$ cat src/common/ocp_defs.svh
// Register offsets, field positions, reset values and codes of the oscillator control block.
// Assumes inclusion by bare name from the package; the design file uses the macros without including it.
`ifndef OCP_DEFS_SVH
`define OCP_DEFS_SVH

// ==========================================
// Register offsets
`define OCP_ADDR_W        4
`define OCP_OFF_HXTCTL    4'h0
`define OCP_OFF_LXTCTL    4'h1
`define OCP_OFF_SYSCLK    4'h2
`define OCP_OFF_RCCTL     4'h3
`define OCP_OFF_STATUS    4'h4

// ==========================================
// Field positions
`define OCP_BIT_EN        0
`define OCP_BIT_STABLE    1
`define OCP_BIT_MODE      2
`define OCP_BIT_SUB_HALT  0
`define OCP_BIT_HI_HALT   1
`define OCP_BIT_LSRC      2
`define OCP_SEL_LSB       5
`define OCP_SEL_MSB       7
`define OCP_BIT_PDF       0
`define OCP_BIT_TO        1
`define OCP_BIT_SLOW      2
`define OCP_MODE_LSB      4
`define OCP_MODE_MSB      6

// ==========================================
// Reset values and codes
`define OCP_RST_BYTE      8'h00
`define OCP_SEL_SUB       3'h7
`define OCP_SEL_DIV1      3'h0
`define OCP_DRV_CNT_W     3

`endif

$ cat src/common/ocp_pkg.sv
// Types shared by the oscillator control and operating-mode block.
// Assumes ocp_defs.svh sits beside it on the include path.
package ocp_pkg;
	`include "ocp_defs.svh"

	// ==========================================
	// Operating modes
	typedef enum logic [2:0] {
		OCP_FAST,
		OCP_SLOW,
		OCP_SLEEP,
		OCP_IDLE_SUB_ONLY,
		OCP_IDLE_BOTH_CLOCKS,
		OCP_IDLE_HIGH_ONLY
	} ocp_mode_t;

	// ==========================================
	// Oscillator enables driven to the analog cells
	typedef struct packed {
		logic hxt_on;
		logic hxt_drive;
		logic lxt_on;
		logic lxt_speed_up;
		logic low_speed_rc_osc_on;
		logic rc_on;
	} ocp_osc_t;

	// ==========================================
	// Clock gating and selection toward the clock tree
	typedef struct packed {
		logic [2:0] sys_sel;
		logic       sub_is_lxt;
		logic       fh_run;
		logic       fsub_run;
		logic       f4k_run;
		logic       sys_run;
	} ocp_clk_t;
endpackage

$ cat src/design/ocp_ctrl.sv
// Oscillator enables, system clock switching and halt mode decoding.
// Assumes oscillator ready levels and core events synchronous to mclk.
`timescale 1ns/100ps

// What this block does
// Software sets drive select for crystal speed before enabling the crystal.
// Drive select writes ignored while crystal pins assigned and crystal enabled.
// Drive select writable whenever either crystal pin is not assigned.
// Enabling high crystal clears its stable flag, set again once stable.
// Bits 7 to 3 of both crystal registers read zero.
// High crystal register bit 0 enables the high-speed crystal.
// Low crystal bit 2 selects speed-up or low-power operation.
// Speed-up bit frozen once low crystal is the system clock source.
// Enabling low crystal clears its stable flag, set again once stable.
// Low crystal register bit 0 enables the low-speed crystal.
// Clock select 111 moves to SLOW mode on the sub clock.
// Sub clock from low crystal or RC by source bit, switch waits stable.
// Codes 000 to 110 give FAST mode, high clock divided 1 to 64.
// Software polls stable flag before relying on FAST after high clock stopped.
// Halt picks SLEEP or IDLE from the two halt clock bits.
// Both halt bits zero: SLEEP, system clock stopped, execution held.
// In SLEEP only the 4 kHz clock runs, if watchdog or time base on.
// In SLEEP and IDLE the selected low oscillator stays on.
// Halt entry leaves memory, registers and ports unchanged.
// Halt entry sets power-down flag and clears watchdog time-out flag.
// Halt entry clears watchdog counter; it counts on only if enabled.
// High bit 0, sub bit 1: IDLE_SUB_ONLY, high clock off, sub clock on.
// Both bits one: IDLE_BOTH_CLOCKS, both clocks run, execution stopped.
// High bit 1, sub bit 0: IDLE_HIGH_ONLY, high clock on, sub clock off.
// RC stable flag cleared on RC enable, set once stable.
// System clock mux changes only after target stable flag is set.
// Stable flags ignore writes; crystal register bits reset to zero.
module ocp_ctrl
	import ocp_pkg::*;
#(
	parameter int ADDR_W = `OCP_ADDR_W
) (
	input  wire logic              mclk,
	input  wire logic              resetn,
	input  wire logic              clk_en,
	input  wire logic [ADDR_W-1:0] addr,
	input  wire logic [7:0]        wdata,
	input  wire logic              wr,
	input  wire logic              rd,
	output logic [7:0]             rdata_r,
	input  wire logic              crystal_pin_in_assigned,
	input  wire logic              crystal_pin_out_assigned,
	input  wire logic              hxt_ready,
	input  wire logic              lxt_ready,
	input  wire logic              low_speed_rc_osc_ready,
	input  wire logic              rc_ready,
	input  wire logic              halt_exec,
	input  wire logic              wake,
	input  wire logic              wdt_clear_instr,
	input  wire logic              wdt_timeout,
	input  wire logic              wdt_enable,
	input  wire logic              time_base_enable,
	output ocp_osc_t               osc_r,
	output ocp_clk_t               clk_r,
	output ocp_mode_t              mode_r,
	output logic                   cpu_hold_r,
	output logic                   wdt_clear_r,
	output logic                   wdt_run_r,
	output logic                   power_down_flag_r,
	output logic                   watchdog_timeout_flag_r
);

	// ==========================================
	// Elaboration check
	if (ADDR_W < `OCP_ADDR_W) begin : g_chk
		$error("ocp_ctrl: ADDR_W too small for the register map");
	end

	// ==========================================
	// Register state
	logic       hxt_en_r, hxt_drv_r, hxt_stable_r;
	logic       lxt_en_r, lxt_sp_r, lxt_stable_r;
	logic       rc_en_r, rc_stable_r;
	logic [2:0] sel_req_r;
	logic       lsrc_r, hi_halt_r, sub_halt_r;
	logic       low_speed_rc_osc_stable_r;
	ocp_mode_t  mode_nxt;

	function automatic logic wr_hit(input logic [ADDR_W-1:0] a, input logic [3:0] off);
		return wr && (a == ADDR_W'(off));
	endfunction

	function automatic logic halted(input ocp_mode_t m);
		return (m != OCP_FAST) && (m != OCP_SLOW);
	endfunction

	// ==========================================
	// High-speed crystal control
	logic hxt_pins_osc;
	assign hxt_pins_osc = crystal_pin_in_assigned && crystal_pin_out_assigned;

	always_ff @(posedge mclk or negedge resetn) begin
		if (!resetn) begin
			hxt_en_r  <= 1'b0;
			hxt_drv_r <= 1'b0;
		end else if (clk_en && wr_hit(addr, `OCP_OFF_HXTCTL)) begin
			hxt_en_r <= wdata[`OCP_BIT_EN];
			// Locked only while the crystal is enabled with both of its pins assigned
			if (!(hxt_pins_osc && hxt_en_r)) begin
				hxt_drv_r <= wdata[`OCP_BIT_MODE];
			end
		end
	end

	// Rising enable restarts the stability wait; ready must be seen again after that
	always_ff @(posedge mclk or negedge resetn) begin
		if (!resetn) begin
			hxt_stable_r <= 1'b0;
		end else if (clk_en) begin
			if (!hxt_en_r || (wr_hit(addr, `OCP_OFF_HXTCTL) && wdata[`OCP_BIT_EN] && !hxt_en_r)) begin
				hxt_stable_r <= 1'b0;
			end else if (hxt_ready) begin
				hxt_stable_r <= 1'b1;
			end
		end
	end

	// ==========================================
	// Low-speed crystal control
	logic lxt_is_sys;
	assign lxt_is_sys = (clk_r.sys_sel == `OCP_SEL_SUB) && clk_r.sub_is_lxt;

	always_ff @(posedge mclk or negedge resetn) begin
		if (!resetn) begin
			lxt_en_r <= 1'b0;
			lxt_sp_r <= 1'b0;
		end else if (clk_en && wr_hit(addr, `OCP_OFF_LXTCTL)) begin
			lxt_en_r <= wdata[`OCP_BIT_EN];
			if (!lxt_is_sys) begin
				lxt_sp_r <= wdata[`OCP_BIT_MODE];
			end
		end
	end

	always_ff @(posedge mclk or negedge resetn) begin
		if (!resetn) begin
			lxt_stable_r <= 1'b0;
		end else if (clk_en) begin
			if (!lxt_en_r || (wr_hit(addr, `OCP_OFF_LXTCTL) && wdata[`OCP_BIT_EN] && !lxt_en_r)) begin
				lxt_stable_r <= 1'b0;
			end else if (lxt_ready) begin
				lxt_stable_r <= 1'b1;
			end
		end
	end

	// ==========================================
	// RC oscillator control
	always_ff @(posedge mclk or negedge resetn) begin
		if (!resetn) begin
			rc_en_r <= 1'b0;
		end else if (clk_en && wr_hit(addr, `OCP_OFF_RCCTL)) begin
			rc_en_r <= wdata[`OCP_BIT_EN];
		end
	end

	always_ff @(posedge mclk or negedge resetn) begin
		if (!resetn) begin
			rc_stable_r <= 1'b0;
		end else if (clk_en) begin
			if (!rc_en_r || (wr_hit(addr, `OCP_OFF_RCCTL) && wdata[`OCP_BIT_EN] && !rc_en_r)) begin
				rc_stable_r <= 1'b0;
			end else if (rc_ready) begin
				rc_stable_r <= 1'b1;
			end
		end
	end

	// Low RC is on unless the low crystal is the sub source outside halt; its flag only follows the cell's ready level
	always_ff @(posedge mclk or negedge resetn) begin
		if (!resetn) begin
			low_speed_rc_osc_stable_r <= 1'b0;
		end else if (clk_en) begin
			low_speed_rc_osc_stable_r <= low_speed_rc_osc_ready;
		end
	end

	// ==========================================
	// System clock control
	always_ff @(posedge mclk or negedge resetn) begin
		if (!resetn) begin
			sel_req_r  <= `OCP_SEL_DIV1;
			lsrc_r     <= 1'b0;
			hi_halt_r  <= 1'b0;
			sub_halt_r <= 1'b0;
		end else if (clk_en && wr_hit(addr, `OCP_OFF_SYSCLK)) begin
			sel_req_r  <= wdata[`OCP_SEL_MSB:`OCP_SEL_LSB];
			lsrc_r     <= wdata[`OCP_BIT_LSRC];
			hi_halt_r  <= wdata[`OCP_BIT_HI_HALT];
			sub_halt_r <= wdata[`OCP_BIT_SUB_HALT];
		end
	end

	// Target readiness for the requested source
	logic sub_ok, high_ok, tgt_ok;
	assign sub_ok  = lsrc_r ? lxt_stable_r : low_speed_rc_osc_stable_r;
	assign high_ok = hxt_stable_r || rc_stable_r;
	assign tgt_ok  = (sel_req_r == `OCP_SEL_SUB) ? sub_ok : high_ok;

	// Mux moves only onto a stable source; a divide change on fH waits for either high stable flag
	always_ff @(posedge mclk or negedge resetn) begin
		if (!resetn) begin
			clk_r.sys_sel    <= `OCP_SEL_DIV1;
			clk_r.sub_is_lxt <= 1'b0;
		end else if (clk_en && tgt_ok) begin
			clk_r.sys_sel    <= sel_req_r;
			clk_r.sub_is_lxt <= lsrc_r;
		end
	end

	// ==========================================
	// Operating mode
	always_comb begin
		mode_nxt = mode_r;
		if (halted(mode_r)) begin
			if (wake) begin
				mode_nxt = (clk_r.sys_sel == `OCP_SEL_SUB) ? OCP_SLOW : OCP_FAST;
			end
		end else if (halt_exec) begin
			unique case ({hi_halt_r, sub_halt_r})
				2'b00: mode_nxt = OCP_SLEEP;
				2'b01: mode_nxt = OCP_IDLE_SUB_ONLY;
				2'b11: mode_nxt = OCP_IDLE_BOTH_CLOCKS;
				2'b10: mode_nxt = OCP_IDLE_HIGH_ONLY;
			endcase
		end else begin
			mode_nxt = (clk_r.sys_sel == `OCP_SEL_SUB) ? OCP_SLOW : OCP_FAST;
		end
	end

	// Only mode state changes here; registers and ports keep their values
	always_ff @(posedge mclk or negedge resetn) begin
		if (!resetn) begin
			mode_r     <= OCP_FAST;
			cpu_hold_r <= 1'b0;
		end else if (clk_en) begin
			mode_r     <= mode_nxt;
			cpu_hold_r <= halted(mode_nxt);
		end
	end

	// ==========================================
	// Clock gating per mode
	always_ff @(posedge mclk or negedge resetn) begin
		if (!resetn) begin
			clk_r.fh_run   <= 1'b1;
			clk_r.fsub_run <= 1'b1;
			clk_r.f4k_run  <= 1'b0;
			clk_r.sys_run  <= 1'b1;
		end else if (clk_en) begin
			clk_r.f4k_run <= wdt_enable || time_base_enable;
			unique case (mode_nxt)
				OCP_SLEEP: begin
					clk_r.fh_run   <= 1'b0;
					clk_r.fsub_run <= 1'b0;
					clk_r.sys_run  <= 1'b0;
				end
				OCP_IDLE_SUB_ONLY: begin
					clk_r.fh_run   <= 1'b0;
					clk_r.fsub_run <= 1'b1;
					clk_r.sys_run  <= 1'b0;
				end
				OCP_IDLE_BOTH_CLOCKS: begin
					clk_r.fh_run   <= 1'b1;
					clk_r.fsub_run <= 1'b1;
					clk_r.sys_run  <= 1'b0;
				end
				OCP_IDLE_HIGH_ONLY: begin
					clk_r.fh_run   <= 1'b1;
					clk_r.fsub_run <= 1'b0;
					clk_r.sys_run  <= 1'b0;
				end
				OCP_FAST, OCP_SLOW: begin
					clk_r.fh_run   <= 1'b1;
					clk_r.fsub_run <= 1'b1;
					clk_r.sys_run  <= 1'b1;
				end
			endcase
		end
	end

	// ==========================================
	// Oscillator enables toward the analog cells
	logic halt_now;
	assign halt_now = halted(mode_nxt);

	always_ff @(posedge mclk or negedge resetn) begin
		if (!resetn) begin
			osc_r <= '0;
		end else if (clk_en) begin
			osc_r.hxt_on       <= hxt_en_r;
			osc_r.hxt_drive    <= hxt_drv_r;
			osc_r.lxt_speed_up <= lxt_sp_r;
			osc_r.rc_on        <= rc_en_r;
			// Selected low source is held on through any halt for the 4 kHz clock
			osc_r.lxt_on  <= lxt_en_r || (halt_now && lsrc_r);
			osc_r.low_speed_rc_osc_on <= !lsrc_r || halt_now;
		end
	end

	// ==========================================
	// Watchdog and status flags on halt
	logic halt_entry;
	assign halt_entry = !halted(mode_r) && halt_exec;

	always_ff @(posedge mclk or negedge resetn) begin
		if (!resetn) begin
			wdt_clear_r <= 1'b0;
			wdt_run_r   <= 1'b0;
		end else if (clk_en) begin
			wdt_clear_r <= halt_entry || wdt_clear_instr;
			wdt_run_r   <= wdt_enable;
		end
	end

	// A time-out in the halt cycle still wins over its clear
	always_ff @(posedge mclk or negedge resetn) begin
		if (!resetn) begin
			power_down_flag_r       <= 1'b0;
			watchdog_timeout_flag_r <= 1'b0;
		end else if (clk_en) begin
			if (halt_entry) begin
				power_down_flag_r <= 1'b1;
			end else if (wdt_clear_instr) begin
				power_down_flag_r <= 1'b0;
			end
			if (wdt_timeout) begin
				watchdog_timeout_flag_r <= 1'b1;
			end else if (halt_entry || wdt_clear_instr) begin
				watchdog_timeout_flag_r <= 1'b0;
			end
		end
	end

	// ==========================================
	// Read port, data one cycle after the strobe
	logic [7:0] rd_mux;
	always_comb begin
		rd_mux = `OCP_RST_BYTE;
		unique case (addr[`OCP_ADDR_W-1:0])
			`OCP_OFF_HXTCTL: begin
				rd_mux[`OCP_BIT_EN]     = hxt_en_r;
				rd_mux[`OCP_BIT_STABLE] = hxt_stable_r;
				rd_mux[`OCP_BIT_MODE]   = hxt_drv_r;
			end
			`OCP_OFF_LXTCTL: begin
				rd_mux[`OCP_BIT_EN]     = lxt_en_r;
				rd_mux[`OCP_BIT_STABLE] = lxt_stable_r;
				rd_mux[`OCP_BIT_MODE]   = lxt_sp_r;
			end
			`OCP_OFF_SYSCLK: begin
				rd_mux[`OCP_SEL_MSB:`OCP_SEL_LSB] = sel_req_r;
				rd_mux[`OCP_BIT_LSRC]     = lsrc_r;
				rd_mux[`OCP_BIT_HI_HALT]  = hi_halt_r;
				rd_mux[`OCP_BIT_SUB_HALT] = sub_halt_r;
			end
			`OCP_OFF_RCCTL: begin
				rd_mux[`OCP_BIT_EN]     = rc_en_r;
				rd_mux[`OCP_BIT_STABLE] = rc_stable_r;
			end
			`OCP_OFF_STATUS: begin
				rd_mux[`OCP_BIT_PDF]  = power_down_flag_r;
				rd_mux[`OCP_BIT_TO]   = watchdog_timeout_flag_r;
				rd_mux[`OCP_BIT_SLOW] = (clk_r.sys_sel == `OCP_SEL_SUB);
				rd_mux[`OCP_MODE_MSB:`OCP_MODE_LSB] = mode_r;
			end
			default: rd_mux = `OCP_RST_BYTE;
		endcase
		// Shift rather than slice so the default width needs no empty part-select
		if ((addr >> `OCP_ADDR_W) != '0) begin
			rd_mux = `OCP_RST_BYTE;
		end
	end

	always_ff @(posedge mclk or negedge resetn) begin
		if (!resetn) begin
			rdata_r <= `OCP_RST_BYTE;
		end else if (clk_en) begin
			rdata_r <= rd ? rd_mux : `OCP_RST_BYTE;
		end
	end

endmodule

$ cat config.mk
export PLATFORM = sky130hd
export DESIGN_NAME = ocp_ctrl
export DESIGN_NICKNAME = d
export VERILOG_FILES = /design/src/common/ocp_pkg.sv /design/src/design/ocp_ctrl.sv
export VERILOG_INCLUDE_DIRS = /design/src /design/src/common
export SDC_FILE = /design/constraint.sdc
export NUM_CORES = 1
export LEC_CHECK = 0
export BUFFER_PORTS_ARGS = -buffer_cell sky130_fd_sc_hd__buf_4
export CORE_MARGIN = 2
export CORE_UTILIZATION = 40
export CTS_CLUSTER_SIZE = 16
export DETAILED_ROUTE_END_ITERATION = 6
export PLACE_DENSITY = 0.67
export SYNTH_ARGS = -nofsm -noshare
export SYNTH_HDL_FRONTEND = slang
export SYNTH_SLANG_ARGS = --single-unit
$ cat constraint.sdc
create_clock -name mclk -period 1.65 [get_ports mclk]
set_input_delay 0.2475 -clock mclk [delete_from_list [all_inputs] [get_ports mclk]]
set_output_delay 0.2475 -clock mclk [all_outputs]
set_load 0.02 [all_outputs]
# Word level (Yosys, flattened, before mapping)
# Index checks and enable logic that the tools add are counted.
[word_totals]
out_inout_bits = 30
word_cells = 130
in_bits = 29
regBits = 45
[op_classes]
reduce_logical = 55
n_bitwise = 2
mux = 25
eq_ne = 16
[op_table]
columns = ["operator", "count"]
rows = [
  ["$logic_and 1x1->1", 22],
  ["$mux 1", 15],
  ["$reduce_and 2->1", 7],
  ["$eq 3x3->1 const B", 4],
  ["$pmux 3 s4", 1],
  ["$pmux 2 s5", 1],
  ["$reduce_bool 2->1", 5],
  ["$mux 3", 3],
  ["$eq 4x2->1 const B", 2],
  ["$logic_or 1x1->1", 8],
  ["$mux 8", 1],
  ["$pmux 2 s4", 1],
  ["$eq 3x2->1 const B", 2],
  ["$ne 3x1->1 const B", 2],
  ["$reduce_bool 3->1", 2],
  ["$logic_not 1->1", 5],
  ["$eq 2x2->1 const B", 2],
  ["$eq 4x1->1 const B", 1],
  ["$eq 4x3->1 const B", 1],
  ["$logic_not 4->1", 1],
  ["$pmux 1 s4", 1],
  ["$pmux 2 s2", 1],
  ["$reduce_or 4->1", 1],
  ["$eq 3x1->1 const B", 1],
  ["other kinds (7)", 8],
]

# Longest topological paths before layout
[depth]
ltp_word = 8
mapped_depth = 6
ltp_nobuf = 6

# Worst setup path after synthesis
# OpenSTA, ideal clock, no wires.
[synth_timing]
path_type = "reg-to-reg"
startpoint = "register mode_r[2]"
endpoint = "register clk_r[2] in the netlist's numbering"
arrival_ns = 1.620
path_slack_ns = -0.055
path_stages_with_launch = 5
t_required_ns = 1.565
setup_ns = 0.085
period_less_slack_ns = 1.705
n_path_buf = 0
path_cell_list = "dfrtp_1 > or3b_1 > and3_1 > or4_1 > o221ai_1"
[synth_via]
elab_chain_cells = 6
elab_cells_between_ends = 13
cone_classes = "eq/ne: 6; mux: 3; reduce/logical: 4"
[synth_rtl]
columns = ["element", "line_no", "rtl"]
rows = [
  ["start, declared", "ocp_ctrl.sv:60", "output ocp_mode_t mode_r,"],
  ["start signal, assigned", "ocp_ctrl.sv:242", "mode_r <= mode_nxt;"],
  ["$ne 3x1->1 / $reduce_bool 3->1 (equally long branches)", "ocp_ctrl.sv:89", "return (m != OCP_FAST) && (m != OCP_SLOW);"],
  ["$logic_and 1x1->1", "ocp_ctrl.sv:89", ""],
  ["$mux 3 *", "ocp_ctrl.sv:220", "if (halted(mode_r)) begin"],
  ["$eq 3x1->1 (tied with other cells)", "ocp_ctrl.sv:257", "unique case (mode_nxt)"],
  ["$reduce_or 3->1 (no source line)", "-", ""],
  ["$pmux 2 s4 *", "ocp_ctrl.sv:257", ""],
  ["end, declared", "ocp_ctrl.sv:59", "output ocp_clk_t clk_r,"],
]
# Mark *: on every way between the ends. The rest lies on a longest branch, timed or not.
# A chain may end at the register's enable or synchronous reset.

# Final worst setup path
[layout_timing]
startpoint = "register mode_r[1]"
endpoint = "register clk_r[2] in the netlist's numbering"
# The elaborated chain is that of the path after synthesis.

==> results.py <==
metrics = {
    "status": {
        "status": "finished, final reports clean",
    },
    "yosys": {
        "syn-instance-count": 184,
        "synthDominantCellAreaShare": 0.493,
        "synth_edf_count": 0,
        "synth_cell_types": 43,
        "synth_seq_area_share": 0.531,
        "syn-mean-instance-area_sq_um": 11.3,
        "synth.area.top_cells": "dfrtp_1, mux2_2, dfstp_2",
        "yosys_warnings": 0,
        "syn_area_sq_um": 2080,
        "synthFlopType": "dfrtp_1",
        "synth-seq-cells": 44,
        "yosysTopAreaCell": "dfrtp_1",
        "synth_nets": 217,
        "async_flop_share": 1.00,
    },
    "critical_path": {
        "worstSetupStartpointType": "flip-flop",
        "path_depth": 4,
        "worst-path-buf-inv": 0,
        "cp_slowest_cell": "or4_4",
        "crit_fanout": 3,
        "crit_required_ps": 1860,
        "cp_top_family": "simple AND/OR/NAND/NOR gates",
        "cp_cell_sequence": "or3b_4 > and3_4 > or4_4 > o221ai_2",
        "crit_type": "flip-flop to flip-flop",
        "rr_worst_depth": 4,
        "cpPeakStageDelay_ps": 480,
        "arrival_ps": 1830,
        "cp-end-kind": "flip-flop",
        "r2r_slack_ps": 40,
    },
    "global_route": {
        "grt_pass1_vias": 1562,
        "grt-ovfl-total": 0,
        "antenna_found_initial": 0,
        "grt_pass1_wl_um": 7670,
        "gr-usage-all-layers": 0.167,
        "grt_max_degree": 45,
    },
    "hold_path": {
        "min_path_cells": 2,
        "hold_class": "input port to flip-flop",
    },
    "timing": {
        "max_freq_mhz": 620,
        "min_period_ps": 1610,
        "worst_pin_slew_ps": 541,
        "maxSlewHeadroom": 0.640,
        "setup_viol": 0,
        "finalMaxSlewViolations": 0,
        "finalClockSkew_ps": 7.76,
        "hold_slack_ps": 164,
        "finalCritPeriodShare": 0.978,
        "setup_ws_ps": 36.2,
        "hold_viol": 0,
    },
    "final_layout": {
        "final_cells": 322,
        "fill_cells": 522,
        "area_growth_pct": 32.5,
        "drive_above_1_share": 0.413,
        "diodes": 0,
        "most-common-layout-cells": "buf_4, dfrtp_1, nor2_1",
        "final_common_cell": "buf_4",
        "num-nets-final": 285,
    },
    "routing": {
        "ant_nets": 0,
        "maxUsedRoutingLayer": "met4",
        "wl_per_cell_um": 14.7,
        "wl_met2_um": 2170,
        "vias": 1618,
        "met3_length_um": 204,
        "wl_um": 4720,
        "avgViaCountPerCell": 5.02,
        "wl_met1_um": 2290,
        "drc": 0,
        "drt_iter0_drc": 78,
        "dr.pass1.iters": 4,
    },
    "placement": {
        "port_buffers": 55,
        "place_congestion": 0.808,
        "pre_cts_ws_ps": 40.6,
        "placed_cells": 313,
        "post-dp-hpwl_um": 3500,
    },
    "clock_network": {
        "clock-sinks": 44,
        "cts-root-buf": "clkbuf_8",
        "cts_tree": "built",
        "cts_max_level": 2,
        "path_clk_slew_ps": 70,
        "insertion_delay_ps": 290,
        "cts_buffer_depth": 2,
        "numCtsBuffers": 5,
    },
    "pwr": {
        "power_density_nw_per_um2": 1060,
        "ir_drop_v": 0.000612,
        "power.leakage_nw": 1.31,
    },
    "job": {
        "drv_cap": 0,
    },
    "floorplan": {
        "fp.dieW_um": 76.1,
        "floorplan.initialDensity": 0.410,
        "rows": 26,
        "ios": 59,
        "core_area_sq_um": 5070,
        "chipHeight_um": 76.1,
        "die_area_sq_um": 5800,
    },
}
[cells by family (layout without fill, tap and decap cells)]
kind of cell | count (synthesis) | count (layout) | share of synthesized area
buf+inv | 20 | 88 | 0.0379
flops | 44 | 44 | 0.531
fa+ha+maj | 5 | 5 | 0.0289
simple gates | 48 | 48 | 0.125
other cells | 1 | 1 | 0.00180
compound gates | 40 | 40 | 0.131
mux | 26 | 26 | 0.144
[registers in the layout, summed over array words and instances, names as in the netlist, 3 cells and up]
register	flops
clk_r	8
rdata_r	7
mode_r	3
osc_r	6
sel_req_r	3
[synth_stat cells (all sizes together) (2+ instances only)]
library cell,count
or4,2
nand4,2
mux2i,3
a31oi,2
o21ai,8
o21a,2
nor4b,2
o31ai,2
nand2b,4
o22ai,2
nand3,4
mux2,22
and3,4
inv,11
nand2,7
nor2,18
ha,4
dfrtp,41
a22oi,3
dfstp,3
o2bb2ai,3
o311ai,2
buf,2
clkbuf,7
a21oi,9
a22o,3
[per-layer routing]
layer	vias to the layer above	track usage
met2	43	0.248
met5	-	0
li1	794	-
met1	774	0.242
met3	7	0.0391
met4	0	0.0545
[final cells by class]
class	count	area [sq um]	share of cell area
inverters	11	41.3	0.0150
clock buffers	6	72.6	0.0263
clock inverters	1	5.00	0.00181
well taps	70	87.6	0.0318
flip-flops and latches	44	1110	0.402
multi-input cells	120	915	0.332
repair buffers	70	528	0.191
[path summary, 6_finish.rpt]
kind / startpoint / end
max reg2reg: mode_r[1] / clk_r[2]
min reg2reg: clk_r[3] / clk_r[3]
max in group asynchronous: resetn / mode_r[2]
min in group asynchronous: resetn / osc_r[5]
min: wdata[7] / sel_req_r[2]
max: mode_r[1] / clk_r[2]
[timing repair]
item / 4_1_cts / 5_1_grt
hold buffers: 1 / 0
endpoints found under the setup margin: 0 / 1
setup buffers: 0 / 1
gates resized for setup: 0 / 5
endpoints found under the hold margin: 41 / 0
[report_power, final]
part / internal (W) / switching (W)
logic: 0.000439 / 0.000433
clock network: 0.000288 / 0.000339
registers: 0.00127 / 0.000145
total: 0.00200 / 0.000917
[per-stage QoR]
stage          cell area (sq um)  setup TNS, ps   util  power, W
5_1_grt                     2760          -9.53  0.543   0.00309
2_1_floorplan               2080          -14.5      -   0.00187
6_report                    2760              0  0.543   0.00291
3_5_place_dp                2640              0  0.521   0.00229
4_1_cts                     2730              0  0.538   0.00292
3_3_place_gp                2640              0  0.521   0.00227
Power figures use the tool's default switching activity.
